### config.mk
export PLATFORM = sky130hd
export DESIGN_NAME = eag_top
export DESIGN_NICKNAME = d
export VERILOG_FILES = /design/src/hdl/eag_pkg.sv /design/src/hdl/eag_rf_if.sv /design/src/hdl/eag_top.sv /design/src/hdl/eag_regfile.sv
export SDC_FILE = /design/constraint.sdc
export NUM_CORES = 2
export LEC_CHECK = 0
export BUFFER_PORTS_ARGS = -buffer_cell sky130_fd_sc_hd__buf_2
export CAP_MARGIN = 10
export CORE_ASPECT_RATIO = 1.75
export CORE_MARGIN = 2
export CORE_UTILIZATION = 56
export CTS_CLUSTER_DIAMETER = 80
export CTS_CLUSTER_SIZE = 30
export DETAILED_ROUTE_END_ITERATION = 10
export HOLD_SLACK_MARGIN = 0.03
export PLACE_DENSITY = 0.89
export SETUP_SLACK_MARGIN = 0.15
export SKIP_CTS_REPAIR_TIMING = 1
export SYNTH_ARGS = -nofsm -noshare
export SYNTH_HDL_FRONTEND = slang
export SYNTH_SLANG_ARGS = --single-unit
### constraint.sdc
create_clock -name ref_clk -period 7.5 [get_ports ref_clk]
set_clock_uncertainty 0.15 [all_clocks]
set_input_delay 1.5 -clock ref_clk [delete_from_list [all_inputs] [get_ports ref_clk]]
set_output_delay 1.5 -clock ref_clk [all_outputs]
set_load 0.05 [all_outputs]
### src/hdl/eag_pkg.sv
// shared constants and types for the effective address generator
package eag_pkg;
  localparam int EAG_NUM_REGS = 16;
  localparam logic [31:0] EAG_REG_RST = 32'h0000_0000;
  localparam logic [31:0] EAG_WORD_RST = 32'h0000_0000;
  localparam int EAG_BLOCK_ALIGN_BITS = 4;
  localparam logic [31:0] EAG_INC_BYTE = 32'h0000_0001;
  localparam logic [31:0] EAG_INC_WORD = 32'h0000_0002;
  localparam logic [31:0] EAG_INC_LONG = 32'h0000_0004;
  localparam logic [2:0] EAG_STACK_REG = 3'h7;
  localparam logic [1:0] EAG_SIZE_BYTE = 2'h0;
  localparam logic [1:0] EAG_SIZE_WORD = 2'h1;
  localparam logic [1:0] EAG_SIZE_LONG = 2'h2;

  typedef enum logic [3:0] {
    EAG_DATA_DIR, EAG_ADDR_DIR, EAG_IND, EAG_POSTINC, EAG_PREDEC, EAG_DISP16,
    EAG_INDEX8, EAG_INDEX_BD, EAG_MEM_PRE, EAG_MEM_POST, EAG_ABS_W, EAG_ABS_L,
    EAG_IMM, EAG_BLOCK_MOVE
  } eag_mode_t;

  typedef enum logic [2:0] {
    EAG_ST_IDLE, EAG_ST_CALC, EAG_ST_FETCH, EAG_ST_OUTER, EAG_ST_MOVE
  } eag_state_t;
endpackage : eag_pkg

### src/hdl/eag_rf_if.sv
// register file access between the address datapath and its register file
`timescale 1ns/1ps
interface eag_rf_if;
  logic [3:0] base_sel;
  logic [31:0] base_val;
  logic [3:0] idx_sel;
  logic [31:0] idx_val;
  logic upd_en;
  logic [2:0] upd_sel;
  logic [31:0] upd_val;
  logic ext_wr_en;
  logic [3:0] ext_wr_sel;
  logic [31:0] ext_wr_data;
  modport datapath (output base_sel, idx_sel, upd_en, upd_sel, upd_val,
                    output ext_wr_en, ext_wr_sel, ext_wr_data,
                    input base_val, idx_val);
  modport regs (input base_sel, idx_sel, upd_en, upd_sel, upd_val,
                input ext_wr_en, ext_wr_sel, ext_wr_data,
                output base_val, idx_val);
endinterface : eag_rf_if

### src/hdl/eag_top.sv
// effective address generator: address modes, indirection and block move
// Summary of operation
// (RULE1) register fields pick one of eight data or eight address registers
// (RULE2) byte or word short displacement is sign-extended and added
// (RULE3) index from data or address register is scaled by 1, 2, 4 or 8
// (RULE4) base displacement is signed, 16 or 32 bits, and added
// (RULE5) outer displacement is added only after the indirect fetch completes
// (RULE6) memory-indirect modes read a long word used as the next pointer
// (RULE7) immediate operand comes from extension words, 8, 16 or 32 bits
// (RULE8) block move transfers one aligned sixteen-byte block as one operation
// (RULE9) pre-indexed forms add the scaled index before the fetch
// (RULE10) post-indexed forms add the scaled index after the fetch
// (RULE11) postincrement and predecrement update the address register
// (RULE12) word index is sign-extended; all sums wrap at 32 bits
`timescale 1ns/1ps
module eag_top
  import eag_pkg::*;
(
  input wire logic ref_clk,
  input wire logic nrst,
  input wire logic req_valid,
  input wire logic [3:0] ea_mode,
  input wire logic [1:0] op_size,
  input wire logic [2:0] data_register_sel,
  input wire logic [2:0] address_register_sel,
  input wire logic [3:0] index_register_sel,
  input wire logic index_long,
  input wire logic [1:0] index_scale,
  input wire logic base_is_pc,
  input wire logic [31:0] program_counter,
  input wire logic [7:0] short_disp_byte,
  input wire logic [15:0] short_disp_word,
  input wire logic [31:0] base_displacement,
  input wire logic base_disp_long,
  input wire logic [31:0] outer_displacement,
  input wire logic outer_disp_long,
  input wire logic [31:0] ext_words,
  input wire logic mem_rd_ack,
  input wire logic [31:0] mem_rd_data,
  input wire logic block_move_done,
  input wire logic rf_wr_en,
  input wire logic [3:0] rf_wr_sel,
  input wire logic [31:0] rf_wr_data,
  output logic busy_ff,
  output logic done_ff,
  output logic [31:0] ea_result_ff,
  output logic mem_rd_req_ff,
  output logic [31:0] mem_rd_addr_ff,
  output logic block_move_req_ff,
  output logic [31:0] block_move_src_ff,
  output logic [31:0] block_move_dst_ff
);
  eag_rf_if rf ();
  eag_regfile u_regs (.ref_clk(ref_clk), .nrst(nrst), .rf(rf));

  eag_state_t state_ff;
  eag_mode_t mode_ff;
  logic [1:0] size_ff;
  logic [2:0] dsel_ff, asel_ff;
  logic [3:0] xsel_ff;
  logic xlong_ff, pc_base_ff, bd_long_ff, od_long_ff;
  logic [1:0] scale_ff;
  logic [31:0] pc_ff, bd_ff, od_ff, ext_ff, scaled_ff;
  logic [7:0] d8_ff;
  logic [15:0] d16_ff;
  logic fetched_ff;

  logic accept;
  logic [31:0] base_v, idx_ext, scaled, bd_ext, od_ext, step, calc_sum, imm_v, outer_sum;
  logic is_mem;

  assign accept = req_valid && state_ff == EAG_ST_IDLE;
  assign is_mem = mode_ff == EAG_MEM_PRE || mode_ff == EAG_MEM_POST;

  // (RULE1) operand or base register select
  assign rf.base_sel = (mode_ff == EAG_DATA_DIR) ? {1'b0, dsel_ff} : {1'b1, asel_ff};
  assign rf.idx_sel = xsel_ff;
  assign rf.ext_wr_en = rf_wr_en;
  assign rf.ext_wr_sel = rf_wr_sel;
  assign rf.ext_wr_data = rf_wr_data;

  always_comb begin
    base_v = pc_base_ff ? pc_ff : rf.base_val;
    // (RULE12) word index sign-extended
    idx_ext = xlong_ff ? rf.idx_val : {{16{rf.idx_val[15]}}, rf.idx_val[15:0]};
    // (RULE3) index scaling
    scaled = idx_ext << index_shift(scale_ff);
    // (RULE4) signed base displacement
    bd_ext = bd_long_ff ? bd_ff : {{16{bd_ff[15]}}, bd_ff[15:0]};
    // (RULE5) signed outer displacement
    od_ext = od_long_ff ? od_ff : {{16{od_ff[15]}}, od_ff[15:0]};
    // a7 byte steps keep the stack word aligned
    step = (size_ff == EAG_SIZE_LONG) ? EAG_INC_LONG :
           (size_ff == EAG_SIZE_WORD || asel_ff == EAG_STACK_REG) ? EAG_INC_WORD :
           EAG_INC_BYTE;
    // (RULE7) immediate width follows operand size
    imm_v = (size_ff == EAG_SIZE_BYTE) ? {24'h00_0000, ext_ff[7:0]} :
            (size_ff == EAG_SIZE_WORD) ? {16'h0000, ext_ff[15:0]} : ext_ff;
    case (mode_ff)
      EAG_DATA_DIR, EAG_ADDR_DIR, EAG_IND, EAG_POSTINC: calc_sum = rf.base_val;
      // (RULE11) predecrement result
      EAG_PREDEC: calc_sum = rf.base_val - step;
      // (RULE2) word displacement
      EAG_DISP16: calc_sum = base_v + {{16{d16_ff[15]}}, d16_ff};
      // (RULE2) byte displacement with index
      EAG_INDEX8: calc_sum = base_v + {{24{d8_ff[7]}}, d8_ff} + scaled;
      // (RULE9) index joins the sum before the fetch
      EAG_INDEX_BD, EAG_MEM_PRE: calc_sum = base_v + bd_ext + scaled;
      EAG_MEM_POST: calc_sum = base_v + bd_ext;
      EAG_ABS_W: calc_sum = {{16{ext_ff[15]}}, ext_ff[15:0]};
      EAG_ABS_L: calc_sum = ext_ff;
      EAG_IMM: calc_sum = imm_v;
      default: calc_sum = rf.base_val;
    endcase
    // (RULE10) post-indexed adds index after the fetch
    outer_sum = mem_rd_data + od_ext + ((mode_ff == EAG_MEM_POST) ? scaled_ff : 32'h0000_0000);
  end

  function automatic logic [4:0] index_shift(input logic [1:0] s);
    index_shift = {3'h0, s};
  endfunction : index_shift

  // request capture
  always_ff @(posedge ref_clk) begin
    if (!nrst) begin
      mode_ff <= EAG_DATA_DIR;
      size_ff <= EAG_SIZE_BYTE;
      dsel_ff <= 3'h0;
      asel_ff <= 3'h0;
      xsel_ff <= 4'h0;
      xlong_ff <= 1'b0;
      scale_ff <= 2'h0;
      pc_base_ff <= 1'b0;
      pc_ff <= EAG_WORD_RST;
      bd_ff <= EAG_WORD_RST;
      bd_long_ff <= 1'b0;
      od_ff <= EAG_WORD_RST;
      od_long_ff <= 1'b0;
      ext_ff <= EAG_WORD_RST;
      d8_ff <= 8'h00;
      d16_ff <= 16'h0000;
    end else if (accept) begin
      mode_ff <= eag_mode_t'(ea_mode);
      size_ff <= op_size;
      dsel_ff <= data_register_sel;
      asel_ff <= address_register_sel;
      xsel_ff <= index_register_sel;
      xlong_ff <= index_long;
      scale_ff <= index_scale;
      pc_base_ff <= base_is_pc;
      pc_ff <= program_counter;
      bd_ff <= base_displacement;
      bd_long_ff <= base_disp_long;
      od_ff <= outer_displacement;
      od_long_ff <= outer_disp_long;
      ext_ff <= ext_words;
      d8_ff <= short_disp_byte;
      d16_ff <= short_disp_word;
    end
  end

  // (RULE11) address register update on post/pre modes
  assign rf.upd_en = state_ff == EAG_ST_CALC && (mode_ff == EAG_POSTINC || mode_ff == EAG_PREDEC);
  assign rf.upd_sel = asel_ff;
  assign rf.upd_val = (mode_ff == EAG_POSTINC) ? rf.base_val + step : rf.base_val - step;

  // sequencing
  always_ff @(posedge ref_clk) begin
    if (!nrst) begin
      state_ff <= EAG_ST_IDLE;
      busy_ff <= 1'b0;
      done_ff <= 1'b0;
      ea_result_ff <= EAG_WORD_RST;
      mem_rd_req_ff <= 1'b0;
      mem_rd_addr_ff <= EAG_WORD_RST;
      block_move_req_ff <= 1'b0;
      block_move_src_ff <= EAG_WORD_RST;
      block_move_dst_ff <= EAG_WORD_RST;
      scaled_ff <= EAG_WORD_RST;
      fetched_ff <= 1'b0;
    end else begin
      done_ff <= 1'b0;
      case (state_ff)
        EAG_ST_IDLE: begin
          if (accept) begin
            state_ff <= EAG_ST_CALC;
            busy_ff <= 1'b1;
            fetched_ff <= 1'b0;
          end
        end
        EAG_ST_CALC: begin
          scaled_ff <= scaled;
          if (is_mem) begin
            // (RULE6) fetch the pointer long word
            mem_rd_req_ff <= 1'b1;
            mem_rd_addr_ff <= calc_sum;
            state_ff <= EAG_ST_FETCH;
          end else if (mode_ff == EAG_BLOCK_MOVE) begin
            // (RULE8) whole aligned sixteen-byte block
            block_move_req_ff <= 1'b1;
            block_move_src_ff <= {rf.base_val[31:EAG_BLOCK_ALIGN_BITS],
                                  {EAG_BLOCK_ALIGN_BITS{1'b0}}};
            block_move_dst_ff <= {rf.idx_val[31:EAG_BLOCK_ALIGN_BITS],
                                  {EAG_BLOCK_ALIGN_BITS{1'b0}}};
            state_ff <= EAG_ST_MOVE;
          end else begin
            ea_result_ff <= calc_sum;
            done_ff <= 1'b1;
            busy_ff <= 1'b0;
            state_ff <= EAG_ST_IDLE;
          end
        end
        EAG_ST_FETCH: begin
          // (RULE5) outer step waits for the fetched pointer
          if (mem_rd_ack) begin
            mem_rd_req_ff <= 1'b0;
            fetched_ff <= 1'b1;
            ea_result_ff <= outer_sum;
            done_ff <= 1'b1;
            busy_ff <= 1'b0;
            state_ff <= EAG_ST_IDLE;
          end
        end
        EAG_ST_MOVE: begin
          if (block_move_done) begin
            block_move_req_ff <= 1'b0;
            done_ff <= 1'b1;
            busy_ff <= 1'b0;
            state_ff <= EAG_ST_IDLE;
          end
        end
        default: begin
          state_ff <= EAG_ST_IDLE;
          busy_ff <= 1'b0;
        end
      endcase
    end
  end
endmodule : eag_top

### src/hdl/eag_regfile.sv
// eight data and eight address registers, two read ports, two write ports
`timescale 1ns/1ps
module eag_regfile
  import eag_pkg::*;
(
  input wire logic ref_clk,
  input wire logic nrst,
  eag_rf_if.regs rf
);
  // index 0..7 data registers, 8..15 address registers
  logic [31:0] regs_ff [EAG_NUM_REGS];

  always_ff @(posedge ref_clk) begin
    for (int i = 0; i < EAG_NUM_REGS; i++) begin
      if (!nrst) begin
        regs_ff[i] <= EAG_REG_RST;
      end else if (rf.ext_wr_en && rf.ext_wr_sel == 4'(i)) begin
        // software-visible writeback wins over the mode update
        regs_ff[i] <= rf.ext_wr_data;
      end else if (rf.upd_en && {1'b1, rf.upd_sel} == 4'(i)) begin
        regs_ff[i] <= rf.upd_val;
      end
    end
  end

  assign rf.base_val = regs_ff[rf.base_sel];
  assign rf.idx_val = regs_ff[rf.idx_sel];
endmodule : eag_regfile

# Word level (Yosys, flattened, before mapping)
# Memory sizes are Yosys's and may differ from the RTL's. A register that Yosys moved wholly into a read port is not among the register bits.
# Cells that the tools add are included.
totals:
  register_bits: 333
  mem_bits_rw: 512
  memories: 1
  inputBits: 248
  out_inout_bits: 132
memory_table:
  columns: ["memory", "depth", "word_bits", "rd", "rd_clocked_by_memory_dff", "write_ports", "line_no", "source"]
  rows:
  - ["u_regs.regs_ff", 16, 32, 2, 1, 16, "eag_regfile.sv:11", "logic [31:0] regs_ff [EAG_NUM_REGS];"]
op_classes:
  reduce_logical: 44
  eq_ne: 45
  addsub: 9
  shift: 1
  bitwise: 25
  muxes: 145
ops:
  columns: ["op", "count"]
  rows:
  - ["32-bit two-way mux", 35]
  - ["32-bit case mux with 8 select lines", 1]
  - ["32-bit adder", 7]
  - ["1-bit two-way mux", 93]
  - ["32-bit case mux with 2 select lines", 1]
  - ["4-bit equality test, second input constant", 14]
  - ["32-bit by 3-bit adder with 32-bit output", 1]
  - ["4-bit by 3-bit equality test with 1-bit output, second input constant", 8]
  - ["32-bit by 2-bit left shift with 32-bit output", 1]
  - ["32-bit by 3-bit subtractor with 32-bit output", 1]
  - ["1-bit logical AND", 26]
  - ["1-bit OR", 24]
  - ["3-bit two-way mux", 6]
  - ["3-bit equality test, second input constant", 5]
  - ["4-bit by 2-bit equality test with 1-bit output, second input constant", 3]
  - ["4-bit two-way mux", 3]
  - ["2-bit inequality test, second input constant", 6]
  - ["3-bit case mux with 4 select lines", 1]
  - ["3-bit by 2-bit equality test with 1-bit output, second input constant", 3]
  - ["3-bit AND reduction", 3]
  - ["4-bit zero test", 2]
  - ["4-bit AND reduction", 2]
  - ["3-bit by 1-bit equality test with 1-bit output, second input constant", 2]
  - ["3-bit zero test", 2]
  - ["15 further kinds", 19]

# Depth between registers and ports, before layout
# An unclocked memory read counts as a cell.
depth:
  depth_word: 10
  ltp_mapped: 39
  mapped_depth_nobuf: 31

# Hierarchy
# A second synthesis with hierarchy kept.
unflattened:
  cells_unflattened: 5413
  area_unflattened_um2: 54428.5
modules_own_cells:
  columns: ["module", "instances", "seq_area_each_um2", "area_each_um2", "cells_per_inst"]
  rows:
  - ["eag_regfile", 1, 15374.7, 28253.3, 1864]
  - ["eag_top", 1, 6666.4, 26175.1, 3549]

# Worst setup path before layout
# Ideal clock, no wire load.
synth_path:
  kind: "reg-to-reg"
  start: "register mode_ff[1]"
  end: "register ea_result_ff[29]"
  path_stages_with_launch: 37
  n_path_buf: 7
  path_slack_ns: -0.333
  setup_time_ns: 0.136
  t_arrival_ns: 7.548
  period_less_slack_ns: 7.833
  path_cell_list: "dfxtp_1 or4_4 o21ai_2 buf_6 buf_6 buf_6 buf_2 buf_2 buf_2 buf_1 nand3_1 nand3_1 o21ai_0 o21ai_0 o21ai_0 ha_1 a211oi_1 o21bai_1 o21ai_0 a21oi_1 o211ai_1 nand3b_1 a21oi_1 xnor2_1 ha_1 and4_1 and2_1 a221oi_1 o22ai_1 o31ai_1 a31oi_1 a311oi_1 xnor2_1 a2111oi_0 o21ai_0 o211ai_1 a31oi_1"
synth_between:
  elab_chain_cells: 10
  word_cells_on_any_way: 32
  classes_between: "add/sub: 7; eq/ne: 12; mux: 8; reduce/logical: 4; memory: 1"
synth_lines:
  columns: ["element", "line_no", "source"]
  rows:
  - ["from (decl)", "eag_top.sv:57", "eag_mode_t mode_ff;"]
  - ["from (signal assigned)", "eag_top.sv:143", "mode_ff <= eag_mode_t'(ea_mode);"]
  - ["4-bit zero test", "eag_top.sv:76", "assign rf.base_sel = (mode_ff == EAG_DATA_DIR) ? {1'b0, dsel_ff} : {1'b1, asel_ff};"]
  - ["4-bit two-way mux", "eag_top.sv:76", null]
  - ["memory read 16 x 32 bit", null, null]
  - ["32-bit two-way mux", "eag_top.sv:83", "base_v = pc_base_ff ? pc_ff : rf.base_val;"]
  - ["32-bit adder (on tied branches)", "eag_top.sv:108, eag_top.sv:109, eag_top.sv:106", null]
  - ["32-bit adder (on tied branches)", "eag_top.sv:108, eag_top.sv:106", null]
  - ["32-bit case mux with 8 select lines", "eag_top.sv:99", "case (mode_ff)"]
  - ["32-bit two-way mux", "eag_top.sv:198", "end else if (mode_ff == EAG_BLOCK_MOVE) begin"]
  - ["32-bit two-way mux", "eag_top.sv:193", "if (is_mem) begin"]
  - ["32-bit case mux with 2 select lines", "eag_top.sv:183", "case (state_ff)"]
  - ["to (signal assigned)", "eag_top.sv:207", "ea_result_ff <= calc_sum;"]
  - ["to (signal assigned)", "eag_top.sv:218", "ea_result_ff <= outer_sum;"]
  - ["to (decl)", "eag_top.sv:46", "output logic [31:0] ea_result_ff,"]
# Several ways; a longest one is shown, not always the timed one. The select of a mux whose other input is x is not followed.
# A chain may end at the register's enable or synchronous reset.

# Worst setup path after layout
layout_path:
  start: "register mode_ff[1]"
  end: "register mem_rd_addr_ff[31]"
layout_between:
  elab_chain_cells: 7
  word_cells_on_any_way: 23
  classes_between: "add/sub: 6; eq/ne: 9; mux: 3; reduce/logical: 4; memory: 1"
layout_lines:
  columns: ["element", "line_no", "source"]
  rows:
  - ["4-bit zero test", "eag_top.sv:76", null]
  - ["4-bit two-way mux", "eag_top.sv:76", null]
  - ["memory read 16 x 32 bit", null, null]
  - ["32-bit two-way mux", "eag_top.sv:83", null]
  - ["32-bit adder (on tied branches)", "eag_top.sv:108, eag_top.sv:109, eag_top.sv:106", null]
  - ["32-bit adder (on tied branches)", "eag_top.sv:108, eag_top.sv:106", null]
  - ["32-bit case mux with 8 select lines", "eag_top.sv:99", null]
  - ["to (signal assigned)", "eag_top.sv:196", "mem_rd_addr_ff <= calc_sum;"]
  - ["to (decl)", "eag_top.sv:48", "output logic [31:0] mem_rd_addr_ff,"]
# Several ways; a longest one is shown, not always the timed one.

==> load_flow_metrics.sql <==
INSERT INTO impl_metrics (metric_group, metric, value, unit) VALUES
('sta', 'setup_viol', '8', ''),
('critical_path', 'worst_reg2reg_startpoint', 'mode_ff[1]', ''),
('detailed_routing', 'route.detailed.wl_per_inst', '33.5', 'microns'),
('outcome', 'run_status', 'finished, violations left', ''),
('critical_path', 'cp.buffers_inverters', '5', ''),
('logic_synthesis', 'yosys.area.top_type_share', '27.5', '%'),
('cts', 'insertion_delay', '710', 'ps'),
('detailed_routing', 'drcViolationCount', '0', ''),
('detailed_routing', 'via_count', '55400', ''),
('sta', 'slew_viols_final', '0', ''),
('placement', 'post-dp-hpwl', '192000', 'microns'),
('sta', 'fin_ws', '-97.6', 'ps'),
('floorplanning', 'chipWidth', '243', 'microns'),
('critical_path', 'timing.critical_path.required', '7940', 'ps'),
('pwr', 'worst_ir_drop_vdd', '301', 'uV'),
('layout', 'filler_cell_count', '7937', ''),
('logic_synthesis', 'postSynthCellCount', '5873', ''),
('sta', 'grt_setup_unrepaired', 'true', ''),
('pwr', 'intPower', '0.00957', 'W'),
('pwr', 'clock_share_of_power', '16.8', '%'),
('layout', 'sequential_cell_area', '22100', 'sq um'),
('cts', 'cts.htree.levels', '2', ''),
('logic_synthesis', 'top_post_synthesis_cells_by_area', 'sky130_fd_sc_hd__edfxtp_1 28%, sky130_fd_sc_hd__dfxtp_1 12%, sky130_fd_sc_hd__mux4_2 6.6%, sky130_fd_sc_hd__nand2_1 5.8%, sky130_fd_sc_hd__a21oi_1 4.8%', ''),
('grt', 'groute.usage.overall', '49.8', '%'),
('pwr', 'power.switching_fraction', '42.2', '%'),
('layout', 'syn2layout_area_growth', '17.7', '%'),
('detailed_routing', 'first_iter_violations', '8509', ''),
('critical_path', 'largest_delay_contributor_family_on_the_critical_path', 'compound AO/OA/AOI/OAI gates', ''),
('grt', 'grt_pass1_wl', '369000', 'microns'),
('logic_synthesis', 'synth_ff_type', 'sky130_fd_sc_hd__edfxtp_1', ''),
('layout', 'utilization', '66.3', '%'),
('cts', 'clk_pin_slew_worst_paths', '130', 'ps'),
('critical_path', 'worst_setup_path_end_kind', 'flop', ''),
('min_path', 'timing.hold.worst.start', 'block_move_dst_ff[14]', ''),
('floorplanning', 'design.die.area', '102000', 'sq um'),
('placement', 'buffer_ports.inserted', '371', ''),
('critical_path', 'critical_path_max_stage_delay', '580', 'ps'),
('min_path', 'hold_path_class', 'flop to flop', ''),
('critical_path', 'path_common_cell', 'sky130_fd_sc_hd__o21ai_2', ''),
('layout', 'multiInputGateArea', '32400', 'sq um'),
('floorplanning', 'placementRows', '153', ''),
('logic_synthesis', 'ys_seq_area_share', '39.6', '%'),
('layout', 'final_layout_size_suffix_gt1_share', '24.0', '%'),
('logic_synthesis', 'mappedNetlistArea', '55800', 'sq um'),
('sta', 'max_freq', '132', 'MHz'),
('floorplanning', 'floorplan.initialDensity', '56.3', '%'),
('critical_path', 'crit_path_max_fanout', '12', ''),
('run', 'maxCapViolations', '0', ''),
('pwr', 'power_frac_seq', '32.6', '%'),
('outcome', 'violations', 'setup timing', ''),
('grt', 'antenna_violations_before_repair', '15', ''),
('cts', 'cts_tree', 'done', ''),
('cts', 'ctsRootBufferMaster', 'sky130_fd_sc_hd__clkbuf_16', ''),
('logic_synthesis', 'syn_area_per_cell', '9.50', 'sq um'),
('pwr', 'power_per_cell_area', '252', 'nW/um^2'),
('cts', 'clock_path_buffers', '3', ''),
('detailed_routing', 'routed_via_density', '7.05', ''),
('logic_synthesis', 'ys_warn_count', '0', ''),
('pwr', 'p_sw', '0.00699', 'W'),
('detailed_routing', 'antenna_left', '0', ''),
('critical_path', 'worst_r2r_endpoint', 'mem_rd_addr_ff[31]', ''),
('logic_synthesis', 'netlist.top_cell.by_area', 'sky130_fd_sc_hd__edfxtp_1', ''),
('critical_path', 'critical-path-slowest-cell', 'sky130_fd_sc_hd__or4_4', ''),
('cts', 'cts-buffers-inserted', '39', ''),
('cts', 'cts_sinks', '849', ''),
('grt', 'number_of_global_route_vias_before_repair', '54200', ''),
('critical_path', 'critPathArrivalTime', '8040', 'ps'),
('pwr', 'total_leakage_power', '26.0', 'nW'),
('critical_path', 'reg_to_reg_slack_setup', '-100', 'ps'),
('logic_synthesis', 'synth_async_sr_flop_share', '0', '%'),
('sta', 'setup_tns', '-382', 'ps');
[worst min-delay path: stages (launching register included)]
cell and delay [ps]:
sky130_fd_sc_hd__dfxtp_1 320, sky130_fd_sc_hd__nand2_1 50, sky130_fd_sc_hd__a21oi_1 50
[metal layers]
metal  vias up  share of wire, %  global-route usage, %
met4         4                12                   48.0
met1     26200                31                   54.7
met5         -            0.0087                      0
met3      1599                12                   14.0
met2      4764                44                   76.9
li1      22900                 -                      -
[logic make-up (layout without fill, tap and decap cells)]
family	Yosys count	count (layout)	share of synthesized area, %
simple gates	1918	1918	16.0
buf+inv	642	1291	4.74
xor+xnor	153	153	2.43
compound gates	1693	1693	20.4
fa+ha+maj	233	233	6.15
mux	384	384	10.7
other cells	1	21	0.00672
flops	849	849	39.6
[worst max path at each step]
stage | start | endpoint | slack, ps | depth (start not counted)
floorplan | mode_ff[1] | ea_result_ff[29] | 170 | 35
global placement | mode_ff[0] | ea_result_ff[27] | -580 | 36
detailed placement | mode_ff[0] | ea_result_ff[15] | -700 | 33
CTS | mode_ff[1] | ea_result_ff[27] | -780 | 34
global route | mode_ff[1] | ea_result_ff[27] | -310 | 37
finish | mode_ff[1] | mem_rd_addr_ff[31] | -100 | 34
[area by class of cell]
type,count,area share (%)
inverter,179,1.03
clock inverter,17,0.377
multi-input combinational,4389,49.2
tap,1317,2.51
clock buffer,53,1.61
sequential,849,33.7
timing repair buffer,1042,11.5
antenna,13,0.0495
[synthesized netlist by cell type, drive strengths merged, types with 11 or more instances]
cell / instances
edfxtp: 512
inv: 176
a221o: 16
clkbuf: 333
dfxtp: 337
a21o: 65
buf: 130
xnor2: 100
and3: 22
ha: 164
mux4: 163
nor2: 322
nand3b: 15
a221oi: 30
o221ai: 69
fa: 69
nand4: 20
nor4: 29
o22ai: 25
a22o: 201
mux2i: 171
nand2b: 40
o211ai: 81
o21a: 33
a32oi: 15
mux2: 50
nor2b: 26
a311oi: 11
a211oi: 99
o21bai: 11
o31ai: 20
a21oi: 539
nand2: 870
nand3: 116
and2: 311
or2: 15
o21ai: 288
xor2: 53
o211a: 28
or3: 20
nor3: 76
a31oi: 37
a211o: 14
[power groups by stage]
stage | Clock (W) | Sequential, W | Combinational (W)
finish | 0.00279 | 0.00539 | 0.00838
detailed placement | 0 | 0.00548 | 0.00757
global route | 0.00288 | 0.00541 | 0.00878
CTS | 0.00276 | 0.00537 | 0.00762
global placement | 0 | 0.00546 | 0.00755
floorplan | 0 | 0.00545 | 0.00415
[metrics by stage]
step | worst slack [ps] | power [W] | instance area, sq um | instances
after floorplan | 172 | 0.00960 | 55900 | 5880
after global placement | -580 | 0.0130 | 62900 | 7730
after detailed placement | -699 | 0.0131 | 62900 | 7730
after CTS | -785 | 0.0157 | 64200 | 7800
after global routing | -306 | 0.0171 | 65700 | 7856
final | -97.6 | 0.0166 | 65700 | 7859
[layout by cell type, fill, tap and decap left out, drive strengths merged, types with 30 or more instances in the layout]
master  synthesis  final
fa             69     69
a221oi         30     30
a22o          201    201
nand2         870    870
clkbuf        333     58
o221ai         69     69
nor2          322    322
inv           176    186
nand2b         40     40
edfxtp        512    512
a21o           65     65
o21a           33     33
mux2           50     50
a211oi         99     99
and2          311    311
dfxtp         337    337
xnor2         100    100
mux2i         171    171
xor2           53     53
o21ai         288    288
mux4          163    163
o211ai         81     81
a21oi         539    539
buf           130   1037
nand3         116    116
nor3           76     76
a31oi          37     37
ha            164    164
[flip-flops by register name, summed over array words and instances (netlist names), 32 cells and up, named ones only]
signal          count
mem_rd_addr_ff     32
od_ff              32
ext_ff             32
pc_ff              32
bd_ff              32
u_regs.regs_ff    512
ea_result_ff       32
scaled_ff          32
Note: power is estimated with default switching activity, not from simulation.
